**src/verilog/iss_pkg.sv**
```systemverilog
/*
  constants, field layouts and carrier types for the two-wire target register front.
  assumes a 50 MHz system clock and an Avalon-MM master that uses word indexes as address.
*/
// How it works
// core clock stays on in idle sleep
// master with standby_run keeps core clock in standby
// master without standby_run stops after transfer ends
// master: any enabled interrupt wakes the system
// slave standby_run lets address_hit wake standby
// slave standby without standby_run drops all receptions
// reset, enable, command, bus state, master address synchronized
// master data writes synchronized into core domain
// byte and halfword access to every register
// control registers writable only while disabled; enable, soft reset and control_b command stay writable when enabled
// access guard blocks protected register writes
// control_a at index 0x00, resets to zero
// software selects target role with mode 0x04
// soft reset clears registers and disables unit
// enable clear and set registers edit mask
// sync_pending shows enable and reset in flight
// software waits for sync_pending clear
`default_nettype none
package iss_pkg;
  // --------------------------------------------------------------
  // register indexes (byte address is four times the index)
  // --------------------------------------------------------------
  localparam logic [5:0] IDX_CONTROL_A  = 6'h00;
  localparam logic [5:0] IDX_CONTROL_B  = 6'h04;
  localparam logic [5:0] IDX_IRQ_EN_CLR = 6'h14;
  localparam logic [5:0] IDX_IRQ_EN_SET = 6'h16;
  localparam logic [5:0] IDX_IRQ_FLAGS  = 6'h18;
  localparam logic [5:0] IDX_BUS_STATUS = 6'h1a;
  localparam logic [5:0] IDX_SYNC_PEND  = 6'h1c;
  localparam logic [5:0] IDX_OWN_ADDR   = 6'h24;
  localparam logic [5:0] IDX_DATA_PORT  = 6'h28;
  // --------------------------------------------------------------
  // control_a fields
  // --------------------------------------------------------------
  localparam int CA_SOFT_RESET_BIT     = 0;
  localparam int CA_ENABLE    = 1;
  localparam int CA_MODE_LSB  = 2;
  localparam int CA_STBY_RUN  = 7;
  localparam int CA_FOUR_WIRE = 16;
  localparam int CA_HOLD_LSB  = 20;
  localparam int CA_SEXT_EN   = 23;
  localparam int CA_SPEED_LSB = 24;
  localparam int CA_STRETCH   = 27;
  localparam int CA_LOWTO_EN  = 30;
  localparam logic [31:0] CA_WMASK   = 32'h4bb1_009f;
  localparam logic [31:0] CA_RESET   = 32'h0000_0000;
  localparam logic [2:0]  MODE_SLAVE  = 3'h4;
  localparam logic [2:0]  MODE_MASTER = 3'h5;
  // --------------------------------------------------------------
  // control_b, status, address and interrupt fields
  // --------------------------------------------------------------
  localparam int          CB_CMD_LSB   = 16;
  localparam logic [31:0] CB_WMASK     = 32'h0007_c700;
  localparam logic [31:0] CB_CMD_MASK  = 32'h0003_0000;
  localparam int          BS_STATE_LSB = 4;
  localparam logic [31:0] ADDR_WMASK   = 32'h07fe_87ff;
  localparam logic [7:0]  IRQ_MASK     = 8'h87;
  // --------------------------------------------------------------
  // sync_pending slots
  // --------------------------------------------------------------
  localparam int PD_SOFT_RESET_BIT  = 0;
  localparam int PD_ENABLE = 1;
  localparam int PD_CMD    = 2;
  localparam int PD_BSTATE = 3;
  localparam int PD_ADDR   = 4;
  localparam int PD_DATA   = 5;
  // --------------------------------------------------------------
  // carrier types
  // --------------------------------------------------------------
  typedef struct packed {
    logic error;
    logic byte_ready;
    logic address_hit;
    logic stop_seen;
  } iss_ev_s;
  typedef struct packed {
    logic       low_timeout_en;
    logic       stretch_mode;
    logic [1:0] speed;
    logic       slave_extend_timeout_en;
    logic [1:0] data_hold_sel;
    logic       four_wire_sel;
    logic       standby_run;
    logic [2:0] mode;
  } iss_cfg_s;
  typedef struct packed {
    logic [31:0] control_a;
    logic [31:0] control_b;
    logic [31:0] own_address;
    logic [7:0]  irq_mask;
    logic [7:0]  irq_flags;
    logic [1:0]  bus_state;
    logic [7:0]  data_reg;
    logic [5:0]  pend;
    logic [2:0]  link_sync;
    logic        core_enable;
    logic        cmd_strobe;
    logic        bstate_strobe;
    logic        addr_strobe;
    logic        data_strobe;
    logic        waitrequest;
    logic [31:0] readdata;
    logic        irq;
    logic        wake;
    logic        core_clk_req;
    logic        rx_drop;
  } iss_state_s;
  localparam iss_state_s ST_RESET = '{waitrequest: 1'b1, default: '0};
endpackage
`default_nettype wire

```
**src/verilog/iss_regs.sv**
```systemverilog
/*
  register front of the two-wire target unit: Avalon-MM slave, write synchronization
  toward the core clock, sleep clock requests, interrupt flags and wake.
  assumes serial events and rx data arrive on clk; core_gen_clock is a foreign clock.
*/
// Decided for this implementation: the Avalon-MM register port.
`timescale 1ns/10ps
`default_nettype none
module iss_regs
  import iss_pkg::*;
(
  input  wire  logic        clk,             // system clock, 50 MHz
  input  wire  logic        rstn,            // synchronous reset, active low
  input  wire  logic [5:0]  avs_address,     // word index
  input  wire  logic        avs_read,        // read request
  input  wire  logic        avs_write,       // write request
  input  wire  logic [31:0] avs_writedata,   // write data
  input  wire  logic [3:0]  avs_byteenable,  // byte lanes
  output var   logic [31:0] avs_readdata,    // read data
  output var   logic        avs_waitrequest, // stall
  input  wire  logic        core_gen_clock,  // core generic clock, sampled
  input  wire  logic        sleep_idle,      // system in idle sleep
  input  wire  logic        sleep_standby,   // system in standby sleep
  input  wire  logic        access_guard_on, // write protection active
  input  wire  logic        transfer_active, // serial transfer ongoing
  input  wire  iss_ev_s     ev,              // one-cycle serial events
  input  wire  logic [7:0]  rx_data,         // received byte
  input  wire  logic [15:0] status_in,       // serial status bits
  output var   iss_cfg_s    cfg,             // control_a fields
  output var   logic [31:0] ctrl_b,          // control_b image
  output var   logic [31:0] own_addr,        // address register image
  output var   logic        core_enable,     // enable in core domain
  output var   logic        cmd_strobe,      // command taken
  output var   logic [1:0]  cmd,             // command value
  output var   logic        bstate_strobe,   // bus state taken
  output var   logic [1:0]  bus_state,       // bus state value
  output var   logic        addr_strobe,     // address taken
  output var   logic        data_strobe,     // data taken
  output var   logic [7:0]  tx_data,         // data to send
  output var   logic        irq,             // interrupt level
  output var   logic        wake,            // wake request
  output var   logic        core_clk_req,    // keep core clock on
  output var   logic        rx_drop          // receptions discarded
);

  // --------------------------------------------------------------
  // helpers
  // --------------------------------------------------------------

  // byte-lane merge of a write into an old value
  function automatic logic [31:0] merge(input logic [31:0] old, input logic [31:0] wd,
                                        input logic [3:0] be);
    logic [31:0] r;
    r = old;
    for (int i = 0; i < 4; i++) begin
      if (be[i]) begin
        r[i*8 +: 8] = wd[i*8 +: 8];
      end
    end
    return r;
  endfunction

  // master role decode
  function automatic logic is_master(input logic [31:0] ca);
    return ca[CA_MODE_LSB +: 3] == MODE_MASTER;
  endfunction

  // slave role decode
  function automatic logic is_slave(input logic [31:0] ca);
    return ca[CA_MODE_LSB +: 3] == MODE_SLAVE;
  endfunction

  // --------------------------------------------------------------
  // state
  // --------------------------------------------------------------
  iss_state_s  s;           // registered state
  iss_state_s  next_s;      // next state
  logic        req;         // bus request present
  logic        done;        // request completes this edge
  logic        wr;          // write takes effect
  logic        core_edge;   // core clock rising edge seen
  logic        locked;      // unit enabled
  logic        guarded;     // write protection active
  logic        drop;        // receptions dropped now
  logic [7:0]  flag_clr;    // flags cleared this edge
  logic [7:0]  flag_set;    // flags set this edge
  logic [7:0]  wake_sel;    // sources allowed to wake
  logic [31:0] wv;          // merged write value
  logic [31:0] rmux;        // read mux

  // --------------------------------------------------------------
  // next-state logic
  // --------------------------------------------------------------

  // one pass builds the whole next state
  always_comb begin
    next_s    = s;
    req       = avs_read | avs_write;
    done      = req & ~s.waitrequest;
    wr        = done & avs_write & ~s.pend[PD_SOFT_RESET_BIT];
    locked    = s.control_a[CA_ENABLE] | s.core_enable;
    guarded   = access_guard_on;
    flag_clr  = 8'h00;
    wv        = 32'h0000_0000;
    rmux      = 32'h0000_0000;
    // core clock sampled through two flops, third for edge
    next_s.link_sync = {s.link_sync[1:0], core_gen_clock};
    core_edge        = s.link_sync[1] & ~s.link_sync[2];
    // strobes last one cycle
    next_s.cmd_strobe    = 1'b0;
    next_s.bstate_strobe = 1'b0;
    next_s.addr_strobe   = 1'b0;
    next_s.data_strobe   = 1'b0;

    // one wait cycle, then the answer
    next_s.waitrequest = ~(req & s.waitrequest);

    // read mux, loaded while waitrequest is high
    case (avs_address)
      IDX_CONTROL_A:  rmux = s.control_a;
      IDX_CONTROL_B:  rmux = s.control_b;
      IDX_IRQ_EN_CLR: rmux = {24'h00_0000, s.irq_mask};
      IDX_IRQ_EN_SET: rmux = {24'h00_0000, s.irq_mask};
      IDX_IRQ_FLAGS:  rmux = {24'h00_0000, s.irq_flags};
      IDX_BUS_STATUS: rmux = {16'h0000, status_in[15:6], s.bus_state, status_in[3:0]};
      IDX_SYNC_PEND:  rmux = {29'h0000_0000, |s.pend[PD_DATA:PD_CMD], s.pend[PD_ENABLE],
                              s.pend[PD_SOFT_RESET_BIT]};
      IDX_OWN_ADDR:   rmux = s.own_address;
      IDX_DATA_PORT:  rmux = {24'h00_0000, rx_data};
      default:        rmux = 32'h0000_0000;   // unmapped reads zero
    endcase
    if (req & s.waitrequest) begin
      next_s.readdata = rmux;
    end

    // core edge: pending writes take effect in the core domain
    if (core_edge) begin
      if (s.pend[PD_ENABLE]) begin
        next_s.core_enable     = s.control_a[CA_ENABLE];
        next_s.pend[PD_ENABLE] = 1'b0;
      end
      if (s.pend[PD_CMD]) begin
        next_s.cmd_strobe   = 1'b1;
        next_s.pend[PD_CMD] = 1'b0;
      end
      if (s.pend[PD_BSTATE]) begin
        next_s.bstate_strobe   = 1'b1;
        next_s.pend[PD_BSTATE] = 1'b0;
      end
      if (s.pend[PD_ADDR]) begin
        next_s.addr_strobe   = 1'b1;
        next_s.pend[PD_ADDR] = 1'b0;
      end
      if (s.pend[PD_DATA]) begin
        next_s.data_strobe   = 1'b1;
        next_s.pend[PD_DATA] = 1'b0;
      end
    end

    // register writes
    if (wr) begin
      case (avs_address)
        IDX_CONTROL_A: begin
          if (!guarded) begin
            wv = merge(s.control_a, avs_writedata, avs_byteenable);
            if (wv[CA_SOFT_RESET_BIT]) begin
              // reset wins, the rest of the write is dropped
              next_s.control_a[CA_SOFT_RESET_BIT] = 1'b1;
              next_s.pend[PD_SOFT_RESET_BIT]      = 1'b1;
            end else begin
              if (!locked) begin
                next_s.control_a = wv & CA_WMASK;
              end
              next_s.control_a[CA_SOFT_RESET_BIT]  = 1'b0;
              next_s.control_a[CA_ENABLE] = wv[CA_ENABLE];
              if (wv[CA_ENABLE] != s.control_a[CA_ENABLE]) begin
                next_s.pend[PD_ENABLE] = 1'b1;
              end
            end
          end
        end
        IDX_CONTROL_B: begin
          if (!guarded) begin
            wv = merge(s.control_b, avs_writedata, avs_byteenable);
            if (locked) begin
              // command stays writable while running
              next_s.control_b = (s.control_b & ~CB_CMD_MASK) | (wv & CB_CMD_MASK);
            end else begin
              next_s.control_b = wv & CB_WMASK;
            end
            if (avs_byteenable[2]) begin
              next_s.pend[PD_CMD] = 1'b1;
            end
          end
        end
        IDX_IRQ_EN_CLR: begin
          if (avs_byteenable[0]) begin
            next_s.irq_mask = s.irq_mask & ~(avs_writedata[7:0] & IRQ_MASK);
          end
        end
        IDX_IRQ_EN_SET: begin
          if (avs_byteenable[0]) begin
            next_s.irq_mask = s.irq_mask | (avs_writedata[7:0] & IRQ_MASK);
          end
        end
        IDX_IRQ_FLAGS: begin
          if (avs_byteenable[0]) begin
            flag_clr = avs_writedata[7:0];                           // one clears
          end
        end
        IDX_BUS_STATUS: begin
          if (avs_byteenable[0]) begin
            next_s.bus_state       = avs_writedata[BS_STATE_LSB +: 2];
            next_s.pend[PD_BSTATE] = 1'b1;
          end
        end
        IDX_OWN_ADDR: begin
          next_s.own_address = merge(s.own_address, avs_writedata, avs_byteenable)
                               & ADDR_WMASK;
          if (is_master(s.control_a)) begin
            next_s.pend[PD_ADDR] = 1'b1;
          end
        end
        IDX_DATA_PORT: begin
          if (avs_byteenable[0]) begin
            next_s.data_reg = avs_writedata[7:0];
            if (is_master(s.control_a)) begin
              next_s.pend[PD_DATA] = 1'b1;
            end else begin
              next_s.data_strobe = 1'b1;                             // slave: direct
            end
          end
        end
        default: begin
          // unmapped or read-only: ignored
        end
      endcase
    end

    // a completed read of the flag register clears it
    if (done & avs_read & (avs_address == IDX_IRQ_FLAGS)) begin
      flag_clr = IRQ_MASK;
    end

    // slave standby without standby_run drops receptions
    drop = is_slave(s.control_a) & sleep_standby & ~s.control_a[CA_STBY_RUN];
    flag_set = {ev.error, 4'h0, ev.byte_ready, ev.address_hit, ev.stop_seen}
               & {8{s.core_enable & ~drop}};
    // set wins over clear
    next_s.irq_flags = ((s.irq_flags & ~flag_clr) | flag_set) & IRQ_MASK;

    // wake sources: slave standby only by address hit
    if (is_slave(s.control_a) & sleep_standby) begin
      wake_sel = {6'h00, s.control_a[CA_STBY_RUN], 1'b0};
    end else begin
      wake_sel = IRQ_MASK;
    end

    // soft reset completes on a core edge
    if (core_edge & s.pend[PD_SOFT_RESET_BIT]) begin
      next_s             = ST_RESET;
      next_s.link_sync   = {s.link_sync[1:0], core_gen_clock};
      next_s.waitrequest = ~(req & s.waitrequest);
      next_s.readdata    = (req & s.waitrequest) ? CA_RESET : s.readdata;
    end

    // level outputs from the next state
    next_s.irq  = |(next_s.irq_flags & next_s.irq_mask);
    next_s.wake = (sleep_idle | sleep_standby)
                  & |(next_s.irq_flags & next_s.irq_mask & wake_sel);
    next_s.rx_drop = drop;
    // core clock: in idle while enabled or syncing, standby per role and standby_run
    next_s.core_clk_req = (next_s.core_enable | (|next_s.pend)) &
                          (~sleep_standby |
                           next_s.control_a[CA_STBY_RUN] |
                           (is_master(next_s.control_a) & transfer_active) |
                           (|next_s.pend));
  end

  // --------------------------------------------------------------
  // state register
  // --------------------------------------------------------------

  // synchronous reset to the documented reset values
  always_ff @(posedge clk) begin
    if (!rstn) begin
      s <= ST_RESET;
    end else begin
      s <= next_s;
    end
  end

  // --------------------------------------------------------------
  // outputs, straight from the state flops
  // --------------------------------------------------------------
  assign avs_readdata                = s.readdata;
  assign avs_waitrequest             = s.waitrequest;
  assign cfg.low_timeout_en          = s.control_a[CA_LOWTO_EN];
  assign cfg.stretch_mode            = s.control_a[CA_STRETCH];
  assign cfg.speed                   = s.control_a[CA_SPEED_LSB +: 2];
  assign cfg.slave_extend_timeout_en = s.control_a[CA_SEXT_EN];
  assign cfg.data_hold_sel           = s.control_a[CA_HOLD_LSB +: 2];
  assign cfg.four_wire_sel           = s.control_a[CA_FOUR_WIRE];
  assign cfg.standby_run             = s.control_a[CA_STBY_RUN];
  assign cfg.mode                    = s.control_a[CA_MODE_LSB +: 3];
  assign ctrl_b                      = s.control_b;
  assign own_addr                    = s.own_address;
  assign core_enable                 = s.core_enable;
  assign cmd_strobe                  = s.cmd_strobe;
  assign cmd                         = s.control_b[CB_CMD_LSB +: 2];
  assign bstate_strobe               = s.bstate_strobe;
  assign bus_state                   = s.bus_state;
  assign addr_strobe                 = s.addr_strobe;
  assign data_strobe                 = s.data_strobe;
  assign tx_data                     = s.data_reg;
  assign irq                         = s.irq;
  assign wake                        = s.wake;
  assign core_clk_req                = s.core_clk_req;
  assign rx_drop                     = s.rx_drop;

endmodule // iss_regs
`default_nettype wire
```
**config.mk**
```make
export PLATFORM = sky130hd
export DESIGN_NAME = iss_regs
export DESIGN_NICKNAME = d
export VERILOG_FILES = /design/src/verilog/iss_pkg.sv /design/src/verilog/iss_regs.sv
export SDC_FILE = /design/constraint.sdc
export NUM_CORES = 1
export LEC_CHECK = 0
export BUFFER_PORTS_ARGS = -buffer_cell sky130_fd_sc_hd__buf_2
export CAP_MARGIN = 20
export CORE_ASPECT_RATIO = 0.5
export CORE_UTILIZATION = 55
export DETAILED_ROUTE_END_ITERATION = 12
export PLACE_DENSITY_LB_ADDON = 0.1
export SYNTH_ARGS = -nofsm -noshare
export SYNTH_HDL_FRONTEND = slang
export SYNTH_SLANG_ARGS = --single-unit
```
**constraint.sdc**
```tcl
create_clock -name clk -period 5.07 [get_ports clk]
set_input_delay 0 -clock clk [delete_from_list [all_inputs] [get_ports clk]]
set_output_delay 0 -clock clk [all_outputs]
set_load 0.01 [all_outputs]
```
# ---- After elaboration in Yosys (flattened, before gate mapping)
# Cells that the tools add are included.
# Widths: inputs -> output; s select.
dict set report totals {
  reg_bits 145
  in_bits 79
  output_inout_bits 130
  word_cells 171
}
dict set report op_classes {
  n_eq_ne 13
  muxes 64
  bitwise 43
  reduce_logical 22
}
# op n
set ops {}
lappend ops {{$pmux 32 s8} 1}
lappend ops {{$mux 32} 5}
lappend ops {{$mux 149} 1}
lappend ops {{$mux 8} 18}
lappend ops {{$mux 80} 1}
lappend ops {{$and 8x8->8} 5}
lappend ops {{$or 32x18->32} 1}
lappend ops {{$eq 6x5->1 const B} 5}
lappend ops {{$mux 27} 1}
lappend ops {{$reduce_and 3->1} 8}
lappend ops {{$mux 1} 21}
lappend ops {{$mux 9} 2}
lappend ops {{$mux 16} 1}
lappend ops {{$not 8->8} 2}
lappend ops {{$or 8x8->8} 2}
lappend ops {{$pmux 8 s2} 1}
lappend ops {{$reduce_or 8->1} 2}
lappend ops {{$mux 3} 5}
lappend ops {{$and 1x1->1} 14}
lappend ops {{$eq 6x6->1 const B} 2}
lappend ops {{$not 1->1} 12}
lappend ops {{$reduce_and 4->1} 3}
lappend ops {{$reduce_and 6->1} 2}
lappend ops {{$mux 5} 2}
lappend ops {{other kinds (13)} 25}

# ---- Logic depth before layout (Yosys ltp)
dict set report depth {
  word_depth 17
  depth_mapped 9
}

# ---- Worst setup path before layout
# No wires, ideal clock.
dict set report synth_path {
  path_kind {reg-to-reg}
  from {reg s[45] (netlist name)}
  to {reg s, in the netlist core_clk_req}
  setup_ns 0.122
  arrival_time_ns 1.785
  t_required_ns 4.948
  path_slack_ns 3.163
  path_stages_with_launch 7
  period_less_slack_ns 1.907
  cell_sequence {dfxtp_1 -> buf_4 -> and4bb_4 -> nand2_4 -> o21ai_1 -> or4_1 -> a221o_1}
}
dict set report synth_between {
  elab_chain_cells 9
  word_cells_on_any_way 17
  cone_classes {eq/ne (1); mux (6); bitwise (9); reduce/logical (1)}
}
# item line
set synth_rtl {}
lappend synth_rtl {{start, declared} iss_regs.sv:76} ;# iss_state_s s;
lappend synth_rtl {{start signal, assigned} iss_regs.sv:289} ;# s <= next_s;
lappend synth_rtl {{$not 1->1} iss_regs.sv:100} ;# wr = done & avs_write & ~s.pend[PD_SOFT_RESET_BIT];
lappend synth_rtl {{$and 1x1->1} iss_regs.sv:100}
lappend synth_rtl {{$mux 80} iss_regs.sv:161} ;# if (wr) begin
lappend synth_rtl {{$mux 149 (*)} iss_regs.sv:260} ;# if (core_edge & s.pend[PD_SOFT_RESET_BIT]) begin
lappend synth_rtl {{$eq 3x3->1} iss_regs.sv:65} ;# return ca[CA_MODE_LSB +: 3] == MODE_MASTER;
lappend synth_rtl {{$and 1x1->1} iss_regs.sv:276} ;# (is_master(next_s.control_a) & transfer_active) |
lappend synth_rtl {{$or 1x1->1} iss_regs.sv:275} ;# next_s.control_a[CA_STBY_RUN] |
lappend synth_rtl {{$or 1x1->1} iss_regs.sv:276}
lappend synth_rtl {{$and 1x1->1 (*)} iss_regs.sv:273} ;# next_s.core_clk_req = (next_s.core_enable | (|next_s.pend)) &
# Mark *: on every way between the ends. The rest lies on a longest branch, timed or not.
# A chain may end at the register's enable or synchronous reset.

# ---- Final worst setup path
dict set report layout_path {
  from {reg s[43] (netlist name)}
  to {reg s, in the netlist ctrl_b[23]}
}
dict set report layout_between {
  elab_chain_cells 3
}
# item line
set layout_rtl {}
lappend layout_rtl {{$and 1x1->1} iss_regs.sv:108} ;# core_edge = s.link_sync[1] & ~s.link_sync[2];
lappend layout_rtl {{$and 1x1->1} iss_regs.sv:260}
lappend layout_rtl {{$reduce_or 2->1 (no source line)} n/a}
# Every way passes these cells.

==> results.json <==
{
  "wl_per_cell_um": 18.1,
  "met3_length_mm": 1.50,
  "min_path_type": "primary input to register",
  "r2r_end": "ctrl_b[23]",
  "rsz0062_at_grt": "false",
  "synth_edf_count": 0,
  "hp-start": "status_in[3]",
  "path_depth": 5,
  "drt_iter0_drc": 455,
  "die_h_um": 79.1,
  "cp.required_ps": 5420,
  "slowest_delay_ps": 1070,
  "worstSetupStartpointType": "register",
  "synth_cells": 711,
  "power_leakage_uw": 0.00371,
  "synth.cell_area_um2": 6540,
  "root_buffer": "clkbuf_16",
  "worstHoldPathCells": 5,
  "nNetsFinal": 905,
  "clock_skew_ps": 11.2,
  "cts_tree": "built",
  "synth-main-ff-cell": "dfxtp_1",
  "layout-drive-gt1-share": 0.294,
  "ys_types": 57,
  "synth_warnings": 0,
  "cts_buffers": 17,
  "top_layer_used": "met4",
  "worst_slew_pin_slew_ps": 1050,
  "grt_antenna_before_repair": 0,
  "numPortBuffers": 190,
  "drt-pass1-iter-count": 7,
  "arrival_ps": 3140,
  "multiInputGateArea_um2": 2760,
  "end_kind": "register",
  "max_clock_freq_ghz": 0.359,
  "dieArea_um2": 12400,
  "tns_ps": 0,
  "cts_resized": 0,
  "grt_use_total": 0.296,
  "r2r_slack_ps": 2280,
  "cp_slowest_cell": "nor2_2",
  "seq_area_frac_synth": 0.419,
  "grt_start_max_net_pins": 49,
  "drt-total-wl_mm": 18.0,
  "min_to": "avs_readdata[3]",
  "p_per_area_nw_per_um2": 339,
  "crit_path_max_fanout": 48,
  "hold-worst-slack_ps": 16.1,
  "grt_pass1_vias": 5238,
  "irDropWorstVdd_uv": 241,
  "async_reset_ff_frac": 0,
  "wl_met1_mm": 8.03,
  "period_needed_ps": 2790,
  "setup_viol": 0,
  "status": "complete, no violations",
  "ctsHtreeMaxLevel": 4,
  "clk_pin_slew_ps": 60,
  "reg2reg_depth": 5,
  "drc": 0,
  "ios": 209,
  "num_rows": 27,
  "grt_pass1_wl_mm": 27.7,
  "syn_avg_cell_area_um2": 9.20,
  "period_share": 0.550,
  "vias_per_cell": 5.60,
  "dp.final_hpwl_mm": 11.9,
  "area_growth_pct": 20.5,
  "ant_nets": 0,
  "die_w_um": 156,
  "gr-total-overflow": 0,
  "finalMaxSlewViolations": 0,
  "gp_congestion": 0.871,
  "dr_wl_met2_mm": 8.24,
  "fillers": 948,
  "antenna_cells": 0,
  "start_util": 0.580,
  "crit_chain": "nor2b_1, nand2_1, nand2_2, nor2_2, and2_1",
  "synth_seq_cells": 137,
  "cts_max_path_buffers": 2,
  "dp_cells": 918,
  "regToRegStartpoint": "s[43]",
  "area.sequential_um2": 2740,
  "clkSinkCount": 137,
  "vias": 5586,
  "core_area_um2": 11300,
  "path_buf_inv": 0,
  "hold_viol_final": 0,
  "relSlewSlack": 0.301,
  "fin_cells": 998,
  "max-cap-violations": 0,
  "crit_type": "register to register",
  "crit_family": "simple AND/OR/NAND/NOR gates",
  "insertion_delay_ps": 410
}
-- routing by layer --
metal,vias to the layer above,track usage
met3,25,0.0633
met2,271,0.481
met4,0,0.101
met1,2660,0.392
li1,2630,-
met5,-,0
-- cells in the final DEF, fill, tap and decap left out, types with 5 or more instances in the layout --
cell type      count
buf_2            190
nand3_1           26
nand2_1           51
a22o_1             8
buf_4              6
and3_1             8
a222oi_1          17
bufinv_16          6
o31ai_1            9
o211ai_1           5
a21oi_1           22
nor2_1            53
conb_1            10
dlygate4sd3_1     47
nor2b_1           26
o21ai_0            6
clkbuf_16         17
mux2i_1           39
dfxtp_1          137
and2_1            42
a22oi_1           41
-- Yosys cell counts (all sizes together), types with 5 or more instances --
cell	instances	area share
nor2	55	0.032
a22o	8	0.011
a222oi	17	0.026
mux2i	39	0.060
buf	135	0.15
dfxtp	137	0.42
o21ai	8	0.0061
o31ai	9	0.010
a22oi	41	0.047
nand4	6	0.0090
nand2	54	0.033
and2	42	0.040
clkbuf	22	0.013
nor2b	26	0.025
o211ai	5	0.0057
and3	8	0.0077
nor3	5	0.0046
a21oi	22	0.017
nand3	27	0.021
-- area by class of cell --
| cell class | count | area share |
|---|---|---|
| timing repair buffer | 244 | 0.188 |
| inverter | 3 | 0.00143 |
| multi-input combinational | 423 | 0.351 |
| clock buffer | 19 | 0.0562 |
| clock inverter | 13 | 0.0303 |
| sequential | 137 | 0.348 |
| tap | 159 | 0.0253 |
-- sequential cells by signal (all words and copies together) (netlist names), named ones only --
signal and cells:
ctrl_b 24, tx_data 8, rx_drop 1, wake 1
data_strobe 1, core_enable 1, bus_state 2, irq 1
s 19, cmd_strobe 1, avs_readdata 32, cfg 12
avs_waitrequest 1, core_clk_req 1, own_addr 22, addr_strobe 1
bstate_strobe 1
-- worst min-delay path, cell delays in order --
cell and delay (ps):
buf_2 80, a222oi_1 80, nand2_1 70, a22oi_1 60
nor2b_1 90
-- power breakdown --
group	internal, uW	switching [uW]	total [uW]
clock	943	495	1440
combinational	61.9	89.3	151
sequential	1080	2.41	1080
total	2080	586	2670
-- worst max-delay path by stage --
| stage | start | endpoint | slack [ps] |
|---|---|---|---|
| 6_report | s[43] | ctrl_b[23] | 2280 |
| 5_1_grt | s[43] | ctrl_b[23] | 2110 |
| 4_1_cts | s[43] | ctrl_b[23] | 2290 |
| 3_5_place_dp | s[43] | ctrl_b[2] | 2310 |
| 3_3_place_gp | s[43] | ctrl_b[28] | 2370 |
| 2_1_floorplan | s[45] | core_clk_req | 3160 |
-- kinds of logic (layout without fill, tap and decap cells) --
family / Yosys count / after routing / synth area share
XOR/XNOR: 1 / 1 / 0.00134
other: 1 / 10 / 0.000574
AO/OA/AOI/OAI: 121 / 121 / 0.135
AND/OR/NAND/NOR: 250 / 250 / 0.215
buffers and inverters: 160 / 279 / 0.165
flip-flops: 137 / 137 / 0.419
multiplexers: 41 / 41 / 0.0631
-- what timing repair did --
action,CTS,global route
setup buffers,0,0
hold buffers,47,0
endpoints found under the hold margin,68,0
-- metrics by stage --
| step | setup slack [ps] | total power, uW | utilization | area [um^2] |
|---|---|---|---|---|
| floorplan | 3160 | 1170 | - | 6570 |
| global route | 2110 | 2740 | 0.698 | 7880 |
| CTS | 2290 | 2670 | 0.697 | 7870 |
| detailed placement | 2310 | 1230 | 0.595 | 6710 |
| finish | 2280 | 2670 | 0.698 | 7880 |
| global placement | 2370 | 1220 | 0.595 | 6710 |
No activity file was read; power rests on OpenSTA's default activity.
